File: src/rtl/fecf_consts.vh
// Purpose: Constants for the flash erase command state machine
// Assumes: Register file bus with 8-bit address and data, 100 MHz clock
// Notes:   Included by every design file of the block
`ifndef FECF_CONSTS_VH
`define FECF_CONSTS_VH

`define FECF_ADDR_CMD      8'h01
`define FECF_ADDR_PAGE     8'h02
`define FECF_CMD_UNLOCK1   8'h73
`define FECF_CMD_UNLOCK2   8'h8c
`define FECF_CMD_PAGE_ERS  8'h95
`define FECF_CMD_MASS_ERS  8'h63
`define FECF_CMD_GUARD     8'h5e
`define FECF_INFO_PAGE3    8'h83
`define FECF_INFO_BIT      7
`define FECF_PAGE_MSB      6
`define FECF_SECTOR_LSB    4
`define FECF_ST_LOCKED     6'h00
`define FECF_ST_UNLK1      6'h01
`define FECF_ST_UNLK2      6'h02
`define FECF_ST_UNLOCKED   6'h03
`define FECF_ST_GUARD      6'h04
`define FECF_ST_PAGE_ERS   6'h10
`define FECF_ST_MASS_ERS   6'h20
`define FECF_PORT_DONE_BIT 3
`define FECF_PAGE_BYTES    16'h0200
`define FECF_ERASE_NS      10000000
`define FECF_CLK_NS        10
`define FECF_FILL_BYTE     8'hff

`endif

File: src/rtl/fecf_controller.v
// Purpose: Flash command, unlock and status state machine
// Assumes: Register file write/read strobes on the system clock
// Notes:   Port and CPU share one register path, told apart by PORT_SRC_I
`timescale 1ns/1ps
`include "fecf_consts.vh"

module fecf_controller #(
  parameter ERASE_CYCLES = `FECF_ERASE_NS / `FECF_CLK_NS
) (
  input  wire        CLK_SYS_I,
  input  wire        RST_I,
  input  wire        WR_I,
  input  wire        RD_I,
  input  wire [7:0]  ADDR_I,
  input  wire [7:0]  WDATA_I,
  input  wire        PORT_SRC_I,
  input  wire        PROTECT_OPT_I,
  output reg  [7:0]  RDATA_O,
  output wire        CPU_CLK_HALT_O,
  output wire        PORT_ERASE_DONE_O,
  output wire        FLASH_WE_O,
  output wire        FLASH_INFO_O,
  output wire [15:0] FLASH_ADDR_O,
  output wire [7:0]  FLASH_WDATA_O,
  output wire [7:0]  PAGE_CHOICE_O,
  output wire [7:0]  SECTOR_GUARD_O
);

  // ****************************************
  // States
  // ****************************************
  localparam S_LOCKED   = 3'd0;
  localparam S_UNLK1    = 3'd1;
  localparam S_UNLK2    = 3'd2;
  localparam S_UNLOCKED = 3'd3;
  localparam S_GUARD    = 3'd4;
  localparam S_PAGE_ERS = 3'd5;
  localparam S_MASS_ERS = 3'd6;

  reg  [2:0] state;
  reg  [2:0] next_state;
  reg  [7:0] page_choice_reg;
  reg  [7:0] first_page;
  reg  [7:0] sector_guard;
  reg        port_owner;
  reg        mass_done_seen;
  reg        port_done;
  reg        start;
  reg        mass;
  wire       busy;
  wire       done;

  wire cmd_wr  = WR_I && (ADDR_I == `FECF_ADDR_CMD);
  wire page_wr = WR_I && (ADDR_I == `FECF_ADDR_PAGE);

  // Sector protection decode, used by the erase gate
  function guarded;
    input [7:0] page;
    input [7:0] guard;
    begin
      guarded = guard[page[`FECF_PAGE_MSB:`FECF_SECTOR_LSB]];
    end
  endfunction

  // Info area page erase is allowed only for page 3 from the port
  wire info_pg = page_choice_reg[`FECF_INFO_BIT];
  wire info_ok = PORT_SRC_I && (page_choice_reg == `FECF_INFO_PAGE3) &&
                 (!PROTECT_OPT_I || mass_done_seen);
  wire main_ok = PORT_SRC_I ||
                 !guarded(page_choice_reg, sector_guard);
  wire page_ok = info_pg ? info_ok : main_ok;

  // ****************************************
  // Next-state logic
  // ****************************************
  always @* begin
    next_state = state;
    start      = 1'b0;
    mass       = 1'b0;
    case (state)
      S_LOCKED: begin
        if (cmd_wr) begin
          if (WDATA_I == `FECF_CMD_UNLOCK1)
            next_state = S_UNLK1;
          else if (WDATA_I == `FECF_CMD_GUARD)
            next_state = S_GUARD;
        end
      end
      S_UNLK1: begin
        if (cmd_wr)
          next_state = (WDATA_I == `FECF_CMD_UNLOCK2) ? S_UNLK2 : S_LOCKED;
        else if (page_wr)
          next_state = S_LOCKED;
      end
      S_UNLK2: begin
        if (cmd_wr)
          next_state = S_LOCKED;
        else if (page_wr)
          next_state = (WDATA_I == first_page) ? S_UNLOCKED : S_LOCKED;
      end
      S_UNLOCKED: begin
        if (cmd_wr) begin
          if (WDATA_I == `FECF_CMD_PAGE_ERS && page_ok) begin
            next_state = S_PAGE_ERS;
            start      = 1'b1;
          end else if (WDATA_I == `FECF_CMD_MASS_ERS && PORT_SRC_I) begin
            next_state = S_MASS_ERS;
            start      = 1'b1;
            mass       = 1'b1;
          end else if (WDATA_I == `FECF_CMD_PAGE_ERS ||
                       WDATA_I == `FECF_CMD_MASS_ERS) begin
            // Refused erase leaves the page unlocked, as a wrong source is no bad code
            next_state = S_UNLOCKED;
          end else begin
            next_state = S_LOCKED;
          end
        end else if (page_wr && !PORT_SRC_I) begin
          next_state = S_LOCKED;
        end
      end
      S_GUARD: begin
        if (page_wr)
          next_state = S_LOCKED;
        else if (cmd_wr)
          next_state = S_LOCKED;
      end
      S_PAGE_ERS: begin
        if (done)
          next_state = S_LOCKED;
      end
      S_MASS_ERS: begin
        if (done)
          next_state = S_LOCKED;
      end
      default: next_state = S_LOCKED;
    endcase
  end

  // ****************************************
  // State and shadow registers
  // ****************************************
  always @(posedge CLK_SYS_I) begin
    if (RST_I) begin
      state           <= S_LOCKED;
      page_choice_reg <= 8'h00;
      first_page      <= 8'h00;
      sector_guard    <= 8'h00;
      port_owner      <= 1'b0;
      mass_done_seen  <= 1'b0;
      port_done       <= 1'b0;
    end else begin
      state <= next_state;
      if (page_wr && state == S_GUARD)
        sector_guard <= sector_guard | WDATA_I;
      else if (page_wr && state != S_PAGE_ERS && state != S_MASS_ERS)
        page_choice_reg <= WDATA_I;
      if (page_wr && state == S_LOCKED)
        first_page <= WDATA_I;
      if (start)
        port_owner <= PORT_SRC_I;
      if (done && state == S_MASS_ERS)
        mass_done_seen <= 1'b1;
      // Completion flag holds until any erase starts, from the port or the CPU
      if (start)
        port_done <= 1'b0;
      else if (done && port_owner)
        port_done <= 1'b1;
    end
  end

  // ****************************************
  // Status read
  // ****************************************
  reg [5:0] status_code;
  always @* begin
    case (state)
      S_UNLK1:    status_code = `FECF_ST_UNLK1;
      S_UNLK2:    status_code = `FECF_ST_UNLK2;
      S_UNLOCKED: status_code = `FECF_ST_UNLOCKED;
      S_GUARD:    status_code = `FECF_ST_GUARD;
      S_PAGE_ERS: status_code = `FECF_ST_PAGE_ERS;
      S_MASS_ERS: status_code = `FECF_ST_MASS_ERS;
      default:    status_code = `FECF_ST_LOCKED;
    endcase
  end

  // Reads have no side effect on the machine
  always @(posedge CLK_SYS_I) begin
    if (RST_I)
      RDATA_O <= 8'h00;
    else if (RD_I && ADDR_I == `FECF_ADDR_CMD)
      RDATA_O <= {2'b00, status_code};
    else if (RD_I && ADDR_I == `FECF_ADDR_PAGE)
      RDATA_O <= (state == S_GUARD) ? sector_guard : page_choice_reg;
    else
      RDATA_O <= 8'h00;
  end

  // ****************************************
  // Erase engine and outputs
  // ****************************************
  fecf_erase_engine #(
    .ERASE_CYCLES (ERASE_CYCLES)
  ) u_engine (
    .CLK_SYS_I   (CLK_SYS_I),
    .RST_I       (RST_I),
    .start_i     (start),
    .mass_i      (mass),
    .page_i      (page_choice_reg),
    .busy_o      (busy),
    .done_o      (done),
    .wipe_we_o   (FLASH_WE_O),
    .wipe_info_o (FLASH_INFO_O),
    .wipe_addr_o (FLASH_ADDR_O),
    .wipe_data_o (FLASH_WDATA_O)
  );

  // Halt only CPU-started work; peripherals keep the system clock
  assign CPU_CLK_HALT_O    = busy && !port_owner;
  assign PORT_ERASE_DONE_O = port_done;
  assign PAGE_CHOICE_O     = page_choice_reg;
  assign SECTOR_GUARD_O    = sector_guard;

endmodule // fecf_controller

File: src/rtl/fecf_erase_engine.v
// Purpose: Timed erase engine that walks flash addresses writing FFH
// Assumes: Flash array accepts one byte write per cycle on the wipe port
// Notes:   Erase time is a parameter so simulation can shorten it
`timescale 1ns/1ps
`include "fecf_consts.vh"

module fecf_erase_engine #(
  parameter ERASE_CYCLES = `FECF_ERASE_NS / `FECF_CLK_NS
) (
  input  wire        CLK_SYS_I,
  input  wire        RST_I,
  input  wire        start_i,
  input  wire        mass_i,
  input  wire [7:0]  page_i,
  output reg         busy_o,
  output reg         done_o,
  output reg         wipe_we_o,
  output reg         wipe_info_o,
  output reg  [15:0] wipe_addr_o,
  output wire [7:0]  wipe_data_o
);

  // ****************************************
  // Address walk and erase timer
  // ****************************************
  reg [31:0] timer;
  reg        walking;
  reg [15:0] last_addr;

  assign wipe_data_o = `FECF_FILL_BYTE;

  always @(posedge CLK_SYS_I) begin
    if (RST_I) begin
      busy_o      <= 1'b0;
      done_o      <= 1'b0;
      wipe_we_o   <= 1'b0;
      wipe_info_o <= 1'b0;
      wipe_addr_o <= 16'h0000;
      last_addr   <= 16'h0000;
      timer       <= 32'h0000_0000;
      walking     <= 1'b0;
    end else begin
      done_o <= 1'b0;
      if (start_i && !busy_o) begin
        busy_o  <= 1'b1;
        walking <= 1'b1;
        timer   <= ERASE_CYCLES;
        // Mass erase never selects the info area
        wipe_info_o <= mass_i ? 1'b0 : page_i[`FECF_INFO_BIT];
        if (mass_i) begin
          wipe_addr_o <= 16'h0000;
          last_addr   <= 16'hffff;
        end else begin
          // Only the chosen 512-byte page is walked
          wipe_addr_o <= {page_i[`FECF_PAGE_MSB:0], 9'h000};
          last_addr   <= {page_i[`FECF_PAGE_MSB:0], 9'h1ff};
        end
      end else if (busy_o) begin
        wipe_we_o <= walking;
        if (wipe_we_o && wipe_addr_o != last_addr)
          wipe_addr_o <= wipe_addr_o + 16'h0001;
        if (wipe_we_o && wipe_addr_o == last_addr) begin
          walking   <= 1'b0;
          wipe_we_o <= 1'b0;
        end
        if (timer > 32'h0000_0001) begin
          timer <= timer - 32'h0000_0001;
        end else if (!walking) begin
          busy_o <= 1'b0;
          done_o <= 1'b1;
        end
      end
    end
  end

endmodule // fecf_erase_engine

File: config.mk
export PLATFORM = sky130hd
export DESIGN_NAME = fecf_controller
export DESIGN_NICKNAME = d
export VERILOG_FILES = /design/src/rtl/fecf_controller.v /design/src/rtl/fecf_erase_engine.v
export VERILOG_INCLUDE_DIRS = /design/src /design/src/rtl
export SDC_FILE = /design/constraint.sdc
export NUM_CORES = 1
export LEC_CHECK = 0
export BUFFER_PORTS_ARGS = -buffer_cell sky130_fd_sc_hd__buf_2
export CAP_MARGIN = 20
export CELL_PAD_IN_SITES_DETAIL_PLACEMENT = 1
export CELL_PAD_IN_SITES_GLOBAL_PLACEMENT = 2
export CORE_MARGIN = 10
export CORE_UTILIZATION = 35
export DETAILED_ROUTE_END_ITERATION = 8
export MAX_ROUTING_LAYER = met4
export PLACE_DENSITY_LB_ADDON = 0.3
export SKIP_LAST_GASP = 1
export SLEW_MARGIN = 0
export SYNTH_ARGS = -nofsm -noshare
export SYNTH_HDL_FRONTEND = slang
export SYNTH_SLANG_ARGS = --single-unit
File: constraint.sdc
create_clock -name CLK_SYS_I -period 3.3 [get_ports CLK_SYS_I]
set_clock_uncertainty 0.15 [all_clocks]
set_input_delay 0.66 -clock CLK_SYS_I [delete_from_list [all_inputs] [get_ports CLK_SYS_I]]
set_output_delay 0.66 -clock CLK_SYS_I [all_outputs]
set_load 0.1 [all_outputs]
==> results of run 1 <==
[cells in the mapped netlist (all sizes together), types with 3 or more instances]
master,count
dfxtp,99
nor2,92
xnor2,46
nand2,45
a21oi,42
nor3,33
nor4,21
buf,20
clkbuf,20
mux2i,18
nand3,17
xor2,11
nand4,10
or4,10
a211oi,9
o21ai,9
nand2b,8
or3,8
inv,7
nor2b,7
nand3b,5
nor4bb,5
or2,5
nand4b,4
a211o,3
a31oi,3
and2,3
ha,3
nor4b,3
o2bb2ai,3
o31ai,3
[power by group]
group	total, mW	leakage (nW)	internal (mW)	switching [mW]
logic	0.124	1.32	0.0299	0.0942
clock network	1.01	0.133	0.532	0.477
registers	1.19	0.797	1.19	0.000345
total	2.33	2.25	1.76	0.572
[through the flow]
stage | power, mW | utilization | setup WS (ps)
2_1_floorplan | 1.32 | - | 181
3_3_place_gp | 1.35 | 0.391 | 385
3_5_place_dp | 1.35 | 0.391 | 332
4_1_cts | 2.35 | 0.410 | 611
5_1_grt | 2.42 | 0.410 | 472
6_report | 2.33 | 0.410 | 599
[layer usage]
layer | vias to the layer above | global-route usage | share of wire
met3 | 16 | 0.0381 | 0.038
met5 | - | - | 0
met2 | 64 | 0.264 | 0.49
met4 | 0 | 0.0393 | 0.013
met1 | 2215 | 0.189 | 0.46
li1 | 2232 | - | -
[cell type report]
class | instances | area (um2)
timing repair buffer | 81 | 470
fill | 1753 | 8570
multi-input combinational | 464 | 2980
tap | 184 | 230
clock inverter | 4 | 26.3
inverter | 7 | 26.3
sequential | 99 | 1980
clock buffer | 12 | 246
[sequential cells by signal, indices dropped and copies added, names as in the netlist, 3 cells and up]
signal / count
SECTOR_GUARD_O: 8
u_engine.wipe_addr_o: 16
RDATA_O: 8
u_engine.last_addr: 8
first_page: 8
PAGE_CHOICE_O: 8
u_engine.timer: 32
state: 3
[worst max-delay path: stages, from the launching register on]
cell and delay, ps:
dfxtp_1 550, mux2_4 330, a31o_1 240, or4_4 460, a211o_2 330, nand2b_1 200
buf_12 220, a311oi_1 70
[kinds of logic (layout without fill, tap and decap cells)]
logic type                 after synthesis  count (layout)
AOI/OAI and AO/OA                       90              90
DFF                                     99              99
muxes                                   20              20
buffers and inverters                   47             104
xor gates and xnor gates                57              57
and+or+nand+nor                        286             286
adders and majority gates                3               3
other                                    1               8
[worst max path at each step]
| stage | startpoint | endpoint | slack, ps | cells after the start |
|---|---|---|---|---|
| floorplan | PAGE_CHOICE_O[4] | u_engine.timer[27] | 180 | 9 |
| global placement | WDATA_I[4] | u_engine.timer[11] | 390 | 8 |
| detailed placement | WDATA_I[4] | u_engine.wipe_addr_o[3] | 330 | 8 |
| CTS | PAGE_CHOICE_O[6] | u_engine.wipe_addr_o[3] | 610 | 7 |
| global route | PAGE_CHOICE_O[6] | u_engine.timer[1] | 470 | 7 |
| finish | PAGE_CHOICE_O[6] | u_engine.timer[1] | 600 | 7 |
==> qor.yml, run 1 <==
status:
  status: "completed"
global_route:
  track_usage: 0.159
  grt_max_degree: 37
  grt_pass1_wl_mm: 25.2
  antenna_found_initial: 0
  gr-total-overflow: 0
  grt_pass1_vias: 4754
place:
  dp.cells: 835
  gp_congestion: 0.823
  hpwl_mm: 11.4
  dpl-instance-area_mm2: 0.00569
  port_buffers: 65
logic_synthesis:
  synth-xor-area-share: 0.0959
  netlist_instances: 603
  synth_top_cell_by_area: "dfxtp_1"
  yosysWarnings: 0
  synth_mux_area_frac: 0.0397
  synth_top_family_by_area: "simple AND/OR/NAND/NOR gates"
  synth.area.top_cells: "dfxtp_1 38%, xnor2_1 7.7%, nor2_1 6.6%, a21oi_1 3.9%, mux2i_1 3.5%"
  synth-seq-cells: 99
  ys_seq_area_frac: 0.381
  synth_area_mm2: 0.00520
  yosys.area_share.simple: 0.303
  synth-async-reset-ratio: 0
  synth_compound_area_frac: 0.121
  synth_edf_count: 0
  synth_top_cell_area_share: 0.381
  synthAdderAreaFrac: 0.00721
  ys_types: 74
  syn_avg_cell_area_um2: 8.63
  synth_flop_cell: "dfxtp_1"
sta:
  final-setup-viol-count: 0
  max_freq_mhz: 370
  worstMarginPinSlew_ps: 803
  slew_viol_final: 0
  relSlewSlack: 0.464
  finalHoldViolations: 0
  rsz0062_at_grt: "false"
  finalSetupTns_ps: 0
  post-route-period-util: 0.818
  holdWs_ps: 320
  fin_crit_ps: 2700
detailed_routing:
  routed_wl_mm: 15.3
  wl_per_cell_um: 18.0
  vias: 4527
  via_per_inst: 5.32
  ant_nets: 0
  drc: 0
  dr.pass1.iters: 4
  drt_iter0_drc: 256
job:
  max-cap-violations: 0
finish:
  layout_commonest_cell: "dfxtp_1"
  nNetsFinal: 687
  final_area_mm2: 0.00596
  drive_above_1_share: 0.195
  area_growth_pct: 14.6
  final_cell_mix: "99 x dfxtp_1, 91 x nor2_1, 65 x buf_2, 46 x xnor2_1, 44 x nand2_1"
  diodes: 0
  final_cells: 851
critical_path:
  end_kind: "register"
  worstSetupPathType: "register to register"
  crit_fanout: 32
  reg2reg_depth: 7
  cp-start-kind: "register"
  r2r-end: "u_engine.timer[1]"
  r2r_start: "PAGE_CHOICE_O[6]"
  cp_data_arrival_time_ps: 2780
  r2r_slack_ps: 600
  required_ps: 3380
clock_tree:
  cts_tree: "yes"
  clkTransAtPathRegs_ps: 70
  cts_sinks: 99
  ctsRootBufferMaster: "clkbuf_16"
  postCtsSetupBuffers: 0
  ctsHoldBuffers: 0
  clockBufferDepth: 2
  htreeDepth: 3
  worstSkewPairLatency_ps: 350
  cts_resized: 0
  cts_buffers: 9
die:
  pin_count: 74
  dieWidth_um: 142
  rows: 44
  dieArea_mm2: 0.0201
  start_util: 0.358
  die_y_um: 142
  core-area_mm2: 0.0145
hold_path:
  min_path_type: "register to register"
  hold_path.startpoint: "u_engine.timer[11]"
  whs_path_depth: 2
  hold_path_end: "u_engine.timer[11]"
power:
  vdd.ir_drop.worst_v: 0.000256
  p_leak_nw: 2.25
  powerDensity_mw_per_mm2: 390
No activity file was read; power rests on OpenSTA's default activity.
==> run 2, diff against run 1 <==
ABC_AREA = 1   (was default)
CORE_UTILIZATION = 29   (was 35)
clock period = 2.4 ns   (was 3.3 ns; I/O delays follow)
==> run 2 against run 1 <==
  * Highest routed layer unchanged
  * Cell count is 39% higher
  * Worst hold slack worse by 26 ps
  * Register-to-register slack worse by 320 ps
  * Largest cell class unchanged
  * Combinational power is 42% higher
  * Worst setup slack worse by 320 ps
  * Count of clock-buffer cells in the layout is 2 lower
==> qor.yml, run 2 <==
status:
  status: "completed"
finish:
  largest_register_ffs: 32
  nNetsFinal: 939
  final_cell_mix: "188 x nand2_1, 100 x nor2_1, 84 x dfxtp_1, 79 x inv_1"
  layout_commonest_cell: "nand2_1"
  diodes: 0
  area_growth_pct: 17.9
  largest_register: "u_engine.timer"
  reg.largest.list: "u_engine.timer x32, u_engine.wipe_addr_o x16"
  fillCellCount: 2475
  drive_above_1_share: 0.192
critical_path:
  cp_data_arrival_time_ps: 2250
  r2r_slack_ps: 280
  worstSetupPathType: "register to register"
  required_ps: 2540
  cp_num_buf_inv: 3
  cp-start-kind: "register"
  r2r_start: "u_engine.timer[1]"
  worstPathCellList: "inv_1, ha_1, inv_1, nor2_2, nand2_1, buf_4, nor4_1, xor2_1, nand2_1, a21oi_1"
  startpoint: "u_engine.timer[1]"
  path_delay_family: "simple AND/OR/NAND/NOR gates"
  r2r-end: "u_engine.timer[24]"
  crit_fanout: 4
  slowest_stage: "nor4_1"
  critical_path_depth: 10
  end_kind: "register"
  reg2reg_depth: 10
  crit_end: "u_engine.timer[24]"
  cp_slowest_stage_delay_ps: 410
power:
  finalPower_mw: 3.33
  p_leak_nw: 2.95
  vdd.ir_drop.worst_v: 0.000296
  powerDensity_mw_per_mm2: 499
clock_tree:
  clkTransAtPathRegs_ps: 80
  ctsHoldBuffers: 0
  htreeDepth: 3
  worstSkewPairLatency_ps: 370
  cts_resized: 0
  clockBufferDepth: 2
  ctsRootBufferMaster: "clkbuf_16"
  cts_sinks: 99
  cts_tree: "yes"
  cts_buffers: 9
  postCtsSetupBuffers: 0
hold_path:
  whs_path_depth: 3
  min_path_type: "primary input to register"
die:
  die_y_um: 160
  core-area_mm2: 0.0193
  dieWidth_um: 160
  pin_count: 74
  start_util: 0.292
  dieArea_mm2: 0.0255
  rows: 51
logic_synthesis:
  yosysWarnings: 0
  synth.area.top_cells: "dfxtp_1 35%, nand2_1 12%, nor2_1 6.7%, a21oi_1 5.9%, nand3_1 5.9%"
  synthAdderAreaFrac: 0.00664
  synth-async-reset-ratio: 0
  synth_mux_area_frac: 0
  syn_avg_cell_area_um2: 6.73
  synth_commonest_cells: "188 x nand2_1, 101 x nor2_1, 99 x dfxtp_1, 79 x inv_1"
  synth_compound_area_frac: 0.118
  synth-xor-area-share: 0.0573
  synth_top_family_by_area: "simple AND/OR/NAND/NOR gates"
  netlist_instances: 840
  synth_top_cell_area_share: 0.351
  ys_seq_area_frac: 0.351
  synth_most_common_cell: "nand2_1"
  yosys.area_share.simple: 0.361
  synth_edf_count: 0
  ys_types: 44
  synth-seq-cells: 99
  synth_top_cell_by_area: "dfxtp_1"
  synth_flop_cell: "dfxtp_1"
  synth_area_mm2: 0.00565
detailed_routing:
  drc: 0
  highest_layer: "met4"
  routed_wl_mm: 18.7
  vias: 5555
  ant_nets: 0
  via_per_inst: 4.69
  wl_per_cell_um: 15.8
  wl_met3_um: 519
  wl_met2_mm: 9.08
  wl_met1_mm: 8.97
  drt_iter0_drc: 229
  dr.pass1.iters: 4
sta:
  relSlewSlack: 0.616
  fin_crit_ps: 2120
  final-setup-viol-count: 0
  post-route-period-util: 0.882
  worstMarginPinSlew_ps: 570
  finalHoldViolations: 0
  finalSetupTns_ps: 0
  holdWs_ps: 293
  rsz0062_at_grt: "false"
  slew_viol_final: 0
  max_freq_mhz: 473
global_route:
  grt_pass1_wl_mm: 31.0
  grt_max_degree: 33
  track_usage: 0.152
  grt_pass1_vias: 5787
  gr-total-overflow: 0
  antenna_found_initial: 0
place:
  port_buffers: 65
  hpwl_mm: 14.5
  gp_congestion: 0.821
job:
  max-cap-violations: 0
## run 2: final cells by class
cell class / count / area (um2) / area share
Inverter: 87 / 327 / 0.0490
Sequential cell: 99 / 2000 / 0.300
Timing Repair Buffer: 99 / 606 / 0.0909
Clock buffer: 10 / 239 / 0.0359
Multi-Input combinational cell: 618 / 3100 / 0.465
Clock inverter: 6 / 60.1 / 0.00901
Tap cell: 265 / 332 / 0.0497
## run 2: stage by stage
step	std cells	util	setup WS, ps	area (um2)
3_5_place_dp	1168	0.329	71.8	6370
5_1_grt	1184	0.345	20.0	6670
2_1_floorplan	847	-	2.36	5700
6_report	1184	0.345	284	6670
4_1_cts	1184	0.345	271	6670
3_3_place_gp	1168	0.329	106	6370
## run 2: worst register-to-register path: stages, from the launching register on
cell	delay [ps]
dfxtp_1	330
inv_1	80
ha_1	200
inv_1	100
nor2_2	140
nand2_1	120
buf_4	170
nor4_1	410
xor2_1	180
nand2_1	60
a21oi_1	110
## run 2: cells by family after synthesis
group,after synthesis
other,1
DFF,99
buffers and inverters,130
and+or+nand+nor,446
AOI/OAI and AO/OA,124
adders and majority gates,3
xor gates and xnor gates,37
## run 2: worst min-delay path by stage
| stage | start | end | slack [ps] |
|---|---|---|---|
| floorplan | first_page[6] | first_page[6] | 290 |
| global placement | first_page[6] | first_page[6] | 300 |
| detailed placement | first_page[6] | first_page[6] | 300 |
| CTS | WDATA_I[1] | SECTOR_GUARD_O[1] | 280 |
| global route | WDATA_I[6] | SECTOR_GUARD_O[6] | 300 |
| finish | WDATA_I[1] | SECTOR_GUARD_O[1] | 290 |
## run 2: routing by layer
| layer | vias to the layer above | track usage |
|---|---|---|
| met4 | 0 | 0.0291 |
| li1 | 2858 | - |
| met2 | 64 | 0.250 |
| met5 | - | - |
| met3 | 10 | 0.0311 |
| met1 | 2623 | 0.189 |
## run 2: report_power, final
| group | total, mW | internal [mW] | switching, mW |
|---|---|---|---|
| clock | 1.51 | 0.756 | 0.753 |
| sequential | 1.64 | 1.64 | 0.000648 |
| combinational | 0.176 | 0.0396 | 0.137 |
